File: src/ipc_pkg.sv
// constants and types shared by the interrupt and port control block
package ipc_pkg;

    // ========================================
    // bus widths
    localparam int ADDR_W = 12;
    localparam int DATA_W = 8;

    // ========================================
    // register offsets
    localparam logic [11:0] OFF_PORT_A     = 12'h000;
    localparam logic [11:0] OFF_PORT_B     = 12'h001;
    localparam logic [11:0] OFF_PORT_C     = 12'h002;
    localparam logic [11:0] OFF_PORT_D     = 12'h003;
    localparam logic [11:0] OFF_DIR_A      = 12'h004;
    localparam logic [11:0] OFF_DIR_B      = 12'h005;
    localparam logic [11:0] OFF_DIR_C      = 12'h006;
    localparam logic [11:0] OFF_TIMER_CTRL = 12'h008;
    localparam logic [11:0] OFF_MISC_CTRL  = 12'h00A;

    // ========================================
    // field positions and reset values
    localparam int          REQ_BIT      = 7;
    localparam int          AUX_MASK_BIT = 6;
    localparam int          AUX_PIN_BIT  = 6;
    localparam logic [7:0]  DIR_RESET    = 8'h00;
    localparam logic [7:0]  DIR_READ     = 8'hFF;
    localparam logic [7:0]  TCR_RESET    = 8'h00;
    localparam logic [7:0]  MISC_RESET   = 8'h40;
    localparam logic [7:0]  MISC_RW_MASK = 8'h40;
    localparam logic [7:0]  UNMAPPED_RD  = 8'h00;

    // ========================================
    // interrupt entry timing, in machine cycles (one mclk each)
    localparam int          SEQ_CYCLES   = 11;
    localparam logic [3:0]  SEQ_CNT_LOAD = 4'(SEQ_CYCLES - 2);
    localparam logic [3:0]  SEQ_CNT_ZERO = 4'h0;
    localparam logic [3:0]  SEQ_CNT_STEP = 4'h1;

    // ========================================
    // types
    typedef enum logic [2:0] {
        ST_IDLE  = 3'b001,
        ST_STACK = 3'b010,
        ST_VEC   = 3'b100
    } ipc_seq_e;

    typedef enum logic [1:0] {
        VEC_NONE   = 2'h0,
        VEC_EXT    = 2'h1,
        VEC_SHARED = 2'h2,
        VEC_TRAP   = 2'h3
    } ipc_vec_e;

endpackage

File: src/ipc_top.sv
// interrupt sequencing and parallel port control
`timescale 1ns/100ps
`default_nettype none

// Notes on behaviour
// RQ1: four sources: pin, timer, aux pin, trap
// RQ2: finish instruction, stack, set mask, vector
// RQ3: entry sequence lasts eleven machine cycles
// RQ4: trap return restores stacked mask flag
// RQ5: hardware requests wait for instruction end
// RQ6: masked requests stay latched until unmasked
// RQ7: external pin beats timer when both pending
// RQ8: timer and aux share one vector
// RQ9: request flags cleared by writing zero only
// RQ10: pins synchronised, falling edge latches request
// RQ11: aux flag bit seven, mask bit six
// RQ12: aux mask set blocks aux interrupt
// RQ13: aux pin always readable on port d
// RQ14: timer/aux flags interrupt only when unmasked
// RQ15: trap taken regardless of mask flag
// RQ16: direction one is output, zero input
// RQ17: reset clears all direction registers
// RQ18: reset leaves output latches untouched
// RQ19: output bits read back the latch
// RQ20: input bits read the pin level
// RQ21: port write updates every latch bit
// RQ22: direction registers write-only, read all ones
// RQ23: external pin ranks above shared vector group
module ipc_top (
    input  wire logic                       mclk,
    input  wire logic                       arst_n,
    input  wire logic [ipc_pkg::ADDR_W-1:0] reg_addr,
    input  wire logic [ipc_pkg::DATA_W-1:0] reg_wdata,
    input  wire logic                       reg_wr,
    input  wire logic                       reg_rd,
    output logic      [ipc_pkg::DATA_W-1:0] reg_rdata,
    input  wire logic                       ext_int_n,
    input  wire logic                       timer_req,
    input  wire logic                       instr_done,
    input  wire logic                       soft_trap_op,
    input  wire logic                       trap_return_op,
    input  wire logic                       stacked_mask,
    input  wire logic                       mask_load,
    input  wire logic                       mask_value,
    output logic                            ccr_mask,
    output logic                            cpu_hold,
    output logic                            svc_start,
    output ipc_pkg::ipc_vec_e               svc_vector,
    input  wire logic [ipc_pkg::DATA_W-1:0] pa_in,
    output logic      [ipc_pkg::DATA_W-1:0] pa_out,
    output logic      [ipc_pkg::DATA_W-1:0] pa_oe,
    input  wire logic [ipc_pkg::DATA_W-1:0] pb_in,
    output logic      [ipc_pkg::DATA_W-1:0] pb_out,
    output logic      [ipc_pkg::DATA_W-1:0] pb_oe,
    input  wire logic [ipc_pkg::DATA_W-1:0] pc_in,
    output logic      [ipc_pkg::DATA_W-1:0] pc_out,
    output logic      [ipc_pkg::DATA_W-1:0] pc_oe,
    input  wire logic [ipc_pkg::DATA_W-1:0] pd_in
);
    import ipc_pkg::*;

    // ========================================
    // helpers
    // output bits give the latch, input bits the pin
    function automatic logic [7:0] port_read(
        input logic [7:0] dir,
        input logic [7:0] latch,
        input logic [7:0] pin
    );
        port_read = (dir & latch) | (~dir & pin); // RQ19 RQ20
    endfunction

    function automatic logic hit(input logic [11:0] a, input logic [11:0] off);
        hit = (a == off);
    endfunction

    // ========================================
    // pin synchronisers and falling edge detect
    logic [2:0] ext_sync_reg;
    logic [2:0] ext_sync_next;
    logic [2:0] aux_sync_reg;
    logic [2:0] aux_sync_next;
    logic       ext_fall;
    logic       aux_fall;

    // bit 0 feeds only bit 1; the edge is seen between bits 1 and 2
    always_comb begin
        ext_sync_next = {ext_sync_reg[1:0], ext_int_n}; // RQ10
        aux_sync_next = {aux_sync_reg[1:0], pd_in[AUX_PIN_BIT]}; // RQ10
    end

    always_ff @(posedge mclk or negedge arst_n) begin
        if (!arst_n) begin
            ext_sync_reg <= 3'h7;
            aux_sync_reg <= 3'h7;
        end else begin
            ext_sync_reg <= ext_sync_next;
            aux_sync_reg <= aux_sync_next;
        end
    end

    assign ext_fall = ext_sync_reg[2] & ~ext_sync_reg[1]; // RQ10
    assign aux_fall = aux_sync_reg[2] & ~aux_sync_reg[1]; // RQ10

    // ========================================
    // control registers and read path
    logic [7:0] dir_a_reg;
    logic [7:0] dir_a_next;
    logic [7:0] dir_b_reg;
    logic [7:0] dir_b_next;
    logic [7:0] dir_c_reg;
    logic [7:0] dir_c_next;
    logic [7:0] tcr_reg;
    logic [7:0] tcr_next;
    logic [7:0] misc_reg;
    logic [7:0] misc_next;
    logic [7:0] rdata_reg;
    logic [7:0] rdata_next;
    logic [7:0] lat_a_reg;
    logic [7:0] lat_b_reg;
    logic [7:0] lat_c_reg;
    logic       tcr_wr;
    logic       misc_wr;

    assign tcr_wr  = reg_wr & hit(reg_addr, OFF_TIMER_CTRL);
    assign misc_wr = reg_wr & hit(reg_addr, OFF_MISC_CTRL);

    always_comb begin
        dir_a_next = dir_a_reg;
        dir_b_next = dir_b_reg;
        dir_c_next = dir_c_reg;
        // whole-byte store only; no read-modify-write path exists
        if (reg_wr && hit(reg_addr, OFF_DIR_A)) dir_a_next = reg_wdata; // RQ22
        if (reg_wr && hit(reg_addr, OFF_DIR_B)) dir_b_next = reg_wdata; // RQ22
        if (reg_wr && hit(reg_addr, OFF_DIR_C)) dir_c_next = reg_wdata; // RQ22
        tcr_next = tcr_reg;
        if (tcr_wr) begin
            tcr_next[REQ_BIT-1:0] = reg_wdata[REQ_BIT-1:0];
            // writing one leaves the flag alone
            tcr_next[REQ_BIT] = tcr_reg[REQ_BIT] & reg_wdata[REQ_BIT]; // RQ9
        end
        if (timer_req) tcr_next[REQ_BIT] = 1'b1; // RQ1
        misc_next = misc_reg;
        if (misc_wr) begin
            misc_next = (misc_reg & ~MISC_RW_MASK) | (reg_wdata & MISC_RW_MASK); // RQ11
            misc_next[REQ_BIT] = misc_reg[REQ_BIT] & reg_wdata[REQ_BIT]; // RQ9
        end
        // set beats a clear in the same cycle
        if (aux_fall && !misc_reg[AUX_MASK_BIT]) misc_next[REQ_BIT] = 1'b1; // RQ12
        rdata_next = UNMAPPED_RD;
        if (reg_rd) begin
            case (reg_addr)
                OFF_PORT_A:     rdata_next = port_read(dir_a_reg, lat_a_reg, pa_in);
                OFF_PORT_B:     rdata_next = port_read(dir_b_reg, lat_b_reg, pb_in);
                OFF_PORT_C:     rdata_next = port_read(dir_c_reg, lat_c_reg, pc_in);
                OFF_PORT_D:     rdata_next = pd_in; // RQ13
                OFF_DIR_A:      rdata_next = DIR_READ; // RQ22
                OFF_DIR_B:      rdata_next = DIR_READ; // RQ22
                OFF_DIR_C:      rdata_next = DIR_READ; // RQ22
                OFF_TIMER_CTRL: rdata_next = tcr_reg; // RQ8
                OFF_MISC_CTRL:  rdata_next = misc_reg; // RQ8
                default:        rdata_next = UNMAPPED_RD;
            endcase
        end
    end

    always_ff @(posedge mclk or negedge arst_n) begin
        if (!arst_n) begin
            dir_a_reg <= DIR_RESET; // RQ17
            dir_b_reg <= DIR_RESET; // RQ17
            dir_c_reg <= DIR_RESET; // RQ17
            tcr_reg   <= TCR_RESET;
            misc_reg  <= MISC_RESET;
            rdata_reg <= UNMAPPED_RD;
        end else begin
            dir_a_reg <= dir_a_next;
            dir_b_reg <= dir_b_next;
            dir_c_reg <= dir_c_next;
            tcr_reg   <= tcr_next;
            misc_reg  <= misc_next;
            rdata_reg <= rdata_next;
        end
    end

    assign reg_rdata = rdata_reg;

    // ========================================
    // output latches, deliberately outside reset
    logic [7:0] lat_a_next;
    logic [7:0] lat_b_next;
    logic [7:0] lat_c_next;

    always_comb begin
        lat_a_next = lat_a_reg;
        lat_b_next = lat_b_reg;
        lat_c_next = lat_c_reg;
        // every bit is written, whatever its direction
        if (reg_wr && hit(reg_addr, OFF_PORT_A)) lat_a_next = reg_wdata; // RQ21
        if (reg_wr && hit(reg_addr, OFF_PORT_B)) lat_b_next = reg_wdata; // RQ21
        if (reg_wr && hit(reg_addr, OFF_PORT_C)) lat_c_next = reg_wdata; // RQ21
    end

    // unknown until software writes them first
    always_ff @(posedge mclk) begin
        lat_a_reg <= lat_a_next; // RQ18
        lat_b_reg <= lat_b_next; // RQ18
        lat_c_reg <= lat_c_next; // RQ18
    end

    assign pa_out = lat_a_reg;
    assign pb_out = lat_b_reg;
    assign pc_out = lat_c_reg;
    assign pa_oe  = dir_a_reg; // RQ16
    assign pb_oe  = dir_b_reg; // RQ16
    assign pc_oe  = dir_c_reg; // RQ16

    // ========================================
    // interrupt entry sequencer
    ipc_seq_e   state_reg;
    ipc_seq_e   state_next;
    ipc_vec_e   vec_reg;
    ipc_vec_e   vec_next;
    logic [3:0] cnt_reg;
    logic [3:0] cnt_next;
    logic       mask_reg;
    logic       mask_next;
    logic       ext_pend_reg;
    logic       ext_pend_next;
    logic       shared_req;
    logic       take_ext;

    assign shared_req = tcr_reg[REQ_BIT] | misc_reg[REQ_BIT]; // RQ8 RQ14
    assign take_ext   = (state_reg == ST_IDLE) && instr_done && !soft_trap_op
                        && ext_pend_reg && !mask_reg;

    always_comb begin
        state_next = state_reg;
        vec_next   = vec_reg;
        cnt_next   = cnt_reg;
        mask_next  = mask_reg;
        // held until serviced, even while masked
        ext_pend_next = (ext_pend_reg & ~take_ext) | ext_fall; // RQ6 RQ10
        case (state_reg)
            ST_IDLE: begin
                if (trap_return_op) begin
                    mask_next = stacked_mask; // RQ4
                end else if (mask_load) begin
                    mask_next = mask_value;
                end
                // only an instruction boundary can start entry
                if (instr_done) begin // RQ5
                    if (soft_trap_op) begin
                        vec_next = VEC_TRAP; // RQ15
                    end else if (take_ext) begin
                        vec_next = VEC_EXT; // RQ7 RQ23
                    end else if (shared_req && !mask_reg) begin
                        vec_next = VEC_SHARED; // RQ8 RQ14
                    end else begin
                        vec_next = VEC_NONE; // RQ6
                    end
                    if (soft_trap_op || take_ext || (shared_req && !mask_reg)) begin
                        state_next = ST_STACK; // RQ2
                        cnt_next   = SEQ_CNT_LOAD; // RQ3
                        mask_next  = 1'b1; // RQ2
                    end
                end
            end
            ST_STACK: begin
                cnt_next = cnt_reg - SEQ_CNT_STEP;
                if (cnt_reg == SEQ_CNT_ZERO) state_next = ST_VEC; // RQ3
            end
            ST_VEC: begin
                state_next = ST_IDLE;
            end
            default: begin
                state_next = ST_IDLE;
            end
        endcase
    end

    always_ff @(posedge mclk or negedge arst_n) begin
        if (!arst_n) begin
            state_reg    <= ST_IDLE;
            vec_reg      <= VEC_NONE;
            cnt_reg      <= SEQ_CNT_ZERO;
            mask_reg     <= 1'b1;
            ext_pend_reg <= 1'b0;
        end else begin
            state_reg    <= state_next;
            vec_reg      <= vec_next;
            cnt_reg      <= cnt_next;
            mask_reg     <= mask_next;
            ext_pend_reg <= ext_pend_next;
        end
    end

    // cpu stays suspended for the whole stacking window
    assign cpu_hold   = (state_reg != ST_IDLE); // RQ2
    assign svc_start  = (state_reg == ST_VEC); // RQ2
    assign svc_vector = vec_reg;
    assign ccr_mask   = mask_reg;
endmodule

`default_nettype wire

File: config.mk
export PLATFORM = sky130hd
export DESIGN_NAME = ipc_top
export DESIGN_NICKNAME = d
export VERILOG_FILES = /design/src/ipc_pkg.sv /design/src/ipc_top.sv
export SDC_FILE = /design/constraint.sdc
export NUM_CORES = 1
export LEC_CHECK = 0
export BUFFER_PORTS_ARGS = -buffer_cell sky130_fd_sc_hd__buf_2
export CAP_MARGIN = 0
export CORE_MARGIN = 3
export CORE_UTILIZATION = 40
export DETAILED_ROUTE_END_ITERATION = 8
export HOLD_SLACK_MARGIN = 0.1
export PLACE_DENSITY = 0.64
export RECOVER_POWER = 25
export SLEW_MARGIN = 20
export SYNTH_ARGS = -nofsm -noshare
export SYNTH_HDL_FRONTEND = slang
export SYNTH_SLANG_ARGS = --single-unit
File: constraint.sdc
create_clock -name mclk -period 2.6 [get_ports mclk]
set_clock_uncertainty 0.2 [all_clocks]
set_input_delay 0.39 -clock mclk [delete_from_list [all_inputs] [get_ports mclk]]
set_output_delay 0.39 -clock mclk [all_outputs]
set_load 0.01 [all_outputs]
==> flow_metrics.env, run 1 <==
export IMPL_yosysTopAreaCell="dfrtp_1"
export IMPL_max_cap_violations=0
export IMPL_ios=125
export IMPL_final_util_pct=55.4
export IMPL_yosysMostFrequentCell="dfrtp_1"
export IMPL_clock_tree_root_cell="clkbuf_8"
export IMPL_status="finished, final reports clean"
export IMPL_numCtsBuffers=9
export IMPL_ys_ff_latch=83
export IMPL_cts_tree="built"
export IMPL_die_w_um=104
export IMPL_synth_cells=297
export IMPL_drt_pass1_iter_count=4
export IMPL_die_area_mm2=0.0107
export IMPL_gr_total_overflow=0
export IMPL_final_net_count=520
export IMPL_viasPerCell=5.28
export IMPL_grt_setup_unrepaired="no"
export IMPL_gp_congestion=0.903
export IMPL_yosysWarnings=0
export IMPL_end_kind="flip-flop"
export IMPL_slew_headroom_pct=19.0
export IMPL_clk_pin_slew_worst_paths_ns=0.09
export IMPL_finalMaxSlewViolations=0
export IMPL_place_ws_ns=-0.0586
export IMPL_crit_path_start="reg_addr[10]"
export IMPL_synth_area_per_cell_um2=12.8
export IMPL_rr_startpoint="state_reg[0]"
export IMPL_initial_core_util_pct=42.4
export IMPL_ctsLongestPathBuffers=2
export IMPL_cts_htree_levels=3
export IMPL_start_kind="input pin"
export IMPL_drive_gt1_share_pct=47.3
export IMPL_critPathRequiredTime_ns=2.45
export IMPL_grt_pass1_wl_um=17200
export IMPL_syn_num_nets=363
export IMPL_hold_path_startpoint="soft_trap_op"
export IMPL_grt_pass1_vias=3235
export IMPL_seq_area_frac_synth_pct=58.0
export IMPL_place_inst=563
export IMPL_drc=0
export IMPL_fillCellCount=778
export IMPL_synth_edf_count=24
export IMPL_insertion_delay_ns=0.35
export IMPL_fin_crit_sh_pct=88.6
export IMPL_postLayoutSetupSlackWorst_ns=0.296
export IMPL_cts_sinks=83
export IMPL_track_usage_pct=20.2
export IMPL_grt_max_degree=25
export IMPL_min_period_ns=2.30
export IMPL_syn2layout_area_growth_pct=30.6
export IMPL_die_y_um=104
export IMPL_p_per_area_mw_per_mm2=564
export IMPL_ant_nets=0
export IMPL_core_area_mm2=0.00898
export IMPL_cts_setup_buffers=0
export IMPL_netlist_area_mm2=0.00381
export IMPL_peakVddDrop_uv=293
export IMPL_portBuffers=124
export IMPL_ys_types=47
export IMPL_hold_viol_final=0
export IMPL_finalPower_w=0.00281
export IMPL_ys_flop_type="dfrtp_1"
export IMPL_synthTopCellsByCount="dfrtp_1 (50), mux2_2 (41), edfxtp_1 (24)"
export IMPL_async_flop_share_pct=71.1
export IMPL_synth_area_leaders="dfrtp_1 (33%), edfxtp_1 (19%), mux2_2 (12%)"
export IMPL_synth_top_area_share_pct=32.9
export IMPL_finalSetupViolations=0
export IMPL_wire_per_inst_um=18.2
export IMPL_grt_antenna_before_repair=0
export IMPL_totalWireLength_um=10700
export IMPL_worstPathMaxFanout=11
export IMPL_row_count=34
export IMPL_critPathArrivalTime_ns=2.16
export IMPL_p_leak_nw=2.25
export IMPL_num_vias=3088
export IMPL_hold_class="in -> reg"
export IMPL_n_antenna_cell=0
export IMPL_worst_pin_slew_ns=1.21
export IMPL_layout_cells_non_filler=585
export IMPL_clock_fmax_mhz=434
export IMPL_drt_iter0_drc=242
export IMPL_worstSetupPathType="in -> reg"
export IMPL_dp_hpwl_um=8180
[placed cells by master, fill, tap and decap left out, drive strengths merged, types with 2 or more instances in the layout]
master / synthesis / routed
a2111oi: 2 / 2
a211oi: 6 / 6
a21oi: 13 / 13
a31oi: 2 / 2
a32oi: 4 / 4
buf: 1 / 139
clkbuf: 8 / 19
clkinv: 0 / 4
dfrtp: 50 / 50
dfstp: 9 / 9
dlygate4sd3: 0 / 6
edfxtp: 24 / 24
ha: 2 / 2
inv: 9 / 11
mux2: 42 / 42
mux2i: 16 / 16
nand2: 7 / 7
nand2b: 4 / 4
nand3: 2 / 2
nand3b: 2 / 2
nor2: 15 / 15
nor2b: 4 / 4
nor3: 14 / 14
nor3b: 4 / 4
nor4: 4 / 4
o211ai: 4 / 4
o21ai: 16 / 16
o21bai: 2 / 2
o22ai: 8 / 8
o41ai: 2 / 2
or2: 2 / 2
or3: 5 / 5
or3b: 3 / 3
or4b: 2 / 2
[worst max-delay path: stages]
cell and delay (ns):
buf_2 0.12, or4_4 0.52, buf_4 0.18, or3_1 0.35, nor3_1 0.34, buf_4 0.24
[logic make-up (layout without fill, tap and decap cells)]
kind of cell / count (synthesis) / after routing / synth area share [%]
AOI/OAI and AO/OA: 64 / 64 / 10.8
muxes: 58 / 58 / 16.6
DFF: 83 / 83 / 58.0
adders and majority gates: 2 / 2 / 0.657
and+or+nand+nor: 71 / 71 / 11.8
buffers and inverters: 18 / 180 / 1.87
xor gates and xnor gates: 1 / 1 / 0.230
[routing by layer]
layer	GRT usage, %	routed length, µm	share of wire, %	up-vias
li1	-	-	-	1436
met1	27.0	4700	44	1550
met2	33.3	5350	50	94
met3	3.98	509	4.8	8
met4	6.93	102	0.96	0
met5	0	0	0	-
[metrics by stage]
step           hold slack (ns)  area [µm²]  TNS (ns)
2_1_floorplan           -0.106        3810     -1.74
3_3_place_gp             0.147        4750    -0.482
3_5_place_dp             0.147        4750    -0.664
4_1_cts                  0.101        4990         0
5_1_grt                  0.159        4970         0
6_report                 0.141        4970         0
[area by class of cell]
| cell class | count | area [µm²] | share of cell area [%] |
|---|---|---|---|
| timing repair buffer | 155 | 868 | 17.5 |
| inverter | 9 | 33.8 | 0.679 |
| multi-input combinational | 196 | 1530 | 30.7 |
| sequential | 83 | 2210 | 44.4 |
| clock inverter | 7 | 52.6 | 1.06 |
| tap | 126 | 158 | 3.17 |
| clock buffer | 9 | 124 | 2.49 |
[path summary, 6_finish.rpt]
check / slack [ns] / end / cells past startpoint
setup reg to reg: 0.54 / cnt_reg[1] / 3
setup / recovery: 0.30 / pa_out[6] / 6
min in group asynchronous: 0.61 / svc_vector[1] / 2
hold / removal: 0.14 / ext_pend_reg / 3
max in group asynchronous: 0.73 / pc_oe[5] / 3
hold reg to reg: 0.16 / ext_sync_reg[1] / 0
[timing repair]
| item | 4_1_cts | 5_1_grt |
|---|---|---|
| hold buffers | 6 | 0 |
| resized for setup | 0 | 0 |
| endpoints found under the hold margin | 20 | 0 |
[where the power goes]
part | leakage [nW] | switching (W) | internal (W) | total, W
Combinational | 1.18 | 0.000261 | 0.000202 | 0.000463
Sequential | 0.979 | 0.0000665 | 0.00143 | 0.00150
Clock | 0.0900 | 0.000494 | 0.000354 | 0.000848
Total | 2.25 | 0.000821 | 0.00199 | 0.00281
Note: power is estimated with default switching activity, not from simulation.
==> run 2: changes to the inputs <==
--- a/config.mk
+++ b/config.mk
@@ -7,11 +7,10 @@
 export LEC_CHECK = 0
 export BUFFER_PORTS_ARGS = -buffer_cell sky130_fd_sc_hd__buf_2
 export CAP_MARGIN = 0
-export CORE_MARGIN = 3
-export CORE_UTILIZATION = 40
+export CORE_UTILIZATION = 51
 export DETAILED_ROUTE_END_ITERATION = 8
 export HOLD_SLACK_MARGIN = 0.1
-export PLACE_DENSITY = 0.64
+export PLACE_DENSITY = 0.78
 export RECOVER_POWER = 25
 export SLEW_MARGIN = 20
 export SYNTH_ARGS = -nofsm -noshare
==> flow_metrics.env, run 2 (same netlist as run 1, synthesis figures left out) <==
export IMPL_portBuffers=124
export IMPL_peakVddDrop_uv=447
export IMPL_cts_tree="built"
export IMPL_critPathRequiredTime_ns=2.64
export IMPL_p_clk_share_pct=35.9
export IMPL_worstPathMaxFanout=6
export IMPL_drt_iter0_drc=225
export IMPL_row_count=31
export IMPL_finalSetupViolations=0
export IMPL_slowest_stage="or4_4"
export IMPL_slew_headroom_pct=-0.998
export IMPL_grtUsageMet2_pct=42.1
export IMPL_syn2layout_area_growth_pct=31.4
export IMPL_r2r_end="cnt_reg[2]"
export IMPL_internal_power_w=0.00227
export IMPL_gr_total_overflow=0
export IMPL_fin_crit_sh_pct=86.9
export IMPL_core_area_mm2=0.00725
export IMPL_use_met1_pct=36.4
export IMPL_viasPerCell=5.56
export IMPL_die_y_um=88.4
export IMPL_crit_chain="buf_2 > or4_4 > or3b_4 > nor3_4 > buf_4 > mux2_2"
export IMPL_grtUsageMet3_pct=5.69
export IMPL_drt_pass1_iter_count=4
export IMPL_dp_hpwl_um=7310
export IMPL_final_cell_area_mm2=0.00500
export IMPL_grt_max_degree=35
export IMPL_final_cell_mix="buf_2 (114), dfrtp_1 (50), mux2_2 (41)"
export IMPL_wire_per_inst_um=17.8
export IMPL_worst_r2r_cell_count=3
export IMPL_final_setup_tns_ns=0
export IMPL_violations="max-capacitance violations, max-slew violations"
export IMPL_num_vias=3103
export IMPL_place_inst=533
export IMPL_layout_cells_non_filler=558
export IMPL_ant_nets=0
export IMPL_p_leak_nw=2.27
export IMPL_hold_viol_final=0
export IMPL_die_area_mm2=0.00782
export IMPL_ios=125
export IMPL_grt_pass1_wl_um=15200
export IMPL_hold_class="in -> reg"
export IMPL_grt_setup_unrepaired="no"
export IMPL_min_to="ext_pend_reg"
export IMPL_hold_path_startpoint="soft_trap_op"
export IMPL_end_kind="flip-flop"
export IMPL_post_cts_resized=0
export IMPL_critPathArrivalTime_ns=2.30
export IMPL_grt_pass1_vias=3056
export IMPL_cts_sinks=83
export IMPL_sw_frac_of_total_pct=25.7
export IMPL_p_per_area_mw_per_mm2=610
export IMPL_p_comb_share_pct=15.1
export IMPL_gp_congestion=0.971
export IMPL_numCtsBuffers=9
export IMPL_final_common_cell="buf_2"
export IMPL_insertion_delay_ns=0.36
export IMPL_min_period_ns=2.26
export IMPL_max_cap_violations=1
export IMPL_worst_pin_slew_ns=1.51
export IMPL_initial_core_util_pct=52.5
export IMPL_worstSetupPathType="in -> reg"
export IMPL_n_antenna_cell=0
export IMPL_switchingPower_w=0.000786
export IMPL_clock_fmax_mhz=443
export IMPL_top_usage_layer="met2"
export IMPL_rrSetupSlack_ns=0.49
export IMPL_cts_htree_levels=3
export IMPL_cpPeakStageDelay_ns=0.56
export IMPL_postCtsHoldBufs=9
export IMPL_grt_antenna_before_repair=0
export IMPL_rr_startpoint="state_reg[0]"
export IMPL_ctsLongestPathBuffers=2
export IMPL_final_net_count=520
export IMPL_totalWireLength_um=9960
export IMPL_status="complete, but fails checks"
export IMPL_holdWs_ns=0.142
export IMPL_placed_cell_area_mm2=0.00469
export IMPL_p_seq_share_pct=49.0
export IMPL_clock_tree_root_cell="clkbuf_8"
export IMPL_holdPathStages=3
export IMPL_die_w_um=88.4
export IMPL_drc=0
export IMPL_start_kind="input pin"
export IMPL_drive_gt1_share_pct=46.2
export IMPL_track_usage_pct=27.1
export IMPL_cts_setup_buffers=0
export IMPL_finalMaxSlewViolations=26
export IMPL_clk_pin_slew_worst_paths_ns=0.08
export IMPL_finalPower_w=0.00305
## run 2: changes by cell type in the layout (fill, tap and decap cells not counted), sizes merged
cell / before / now
buf: 139 / 136
bufinv: 0 / 3
dlygate4sd3: 6 / 9
clkbuf: 19 / 21
clkinv: 4 / 2
inv: 11 / 9
clkinvlp: 1 / 0
## run 2: worst max-delay path, delay by kind of cell
kind          cells  cell delay (ns)
simple gates      3             1.26
buf+inv           2             0.31
mux               1             0.34
## run 2: layout make-up
cell class,instances,area (µm²)
sequential,83,2210
clock inverter,5,103
tap,99,124
inverter,9,33.8
fill,557,2250
clock buffer,11,131
timing repair buffer,155,876
multi-input combinational,196,1530
## run 2: how the worst max path moves through the flow
stage,end,from,depth (start not counted)
finish,pa_oe[5],reg_addr[11],6
floorplan,pc_out[0],reg_addr[11],4
CTS,pa_oe[5],reg_addr[11],6
global placement,pb_oe[0],reg_addr[11],6
detailed placement,pa_oe[2],reg_addr[11],6
global route,aux_sync_reg[1],arst_n,3
## run 2: power by group through the flow
| stage | Sequential, W | Combinational (W) | Clock [W] |
|---|---|---|---|
| finish | 0.00150 | 0.000461 | 0.00110 |
| global route | 0.00151 | 0.000518 | 0.00116 |
| CTS | 0.00150 | 0.000463 | 0.00110 |
| detailed placement | 0.00152 | 0.000450 | 0 |
| global placement | 0.00152 | 0.000431 | 0 |
| floorplan | 0.00152 | 0.000262 | 0 |
## run 2: per-stage QoR
| step | setup WS [ns] | util [%] |
|---|---|---|
| after detailed placement | -0.0239 | 64.7 |
| after floorplan | -0.0727 | - |
| final | 0.340 | 69.0 |
| after CTS | 0.351 | 69.2 |
| after global placement | 0.0278 | 64.7 |
| after global routing | 0.282 | 69.0 |
## run 2: layer usage
metal | wire, µm | vias up | part of all wire, %
met5 | 0 | - | 0
met1 | 4220 | 1525 | 42
met4 | 274 | 0 | 2.8
li1 | - | 1440 | -
met2 | 4940 | 114 | 50
met3 | 521 | 24 | 5.2
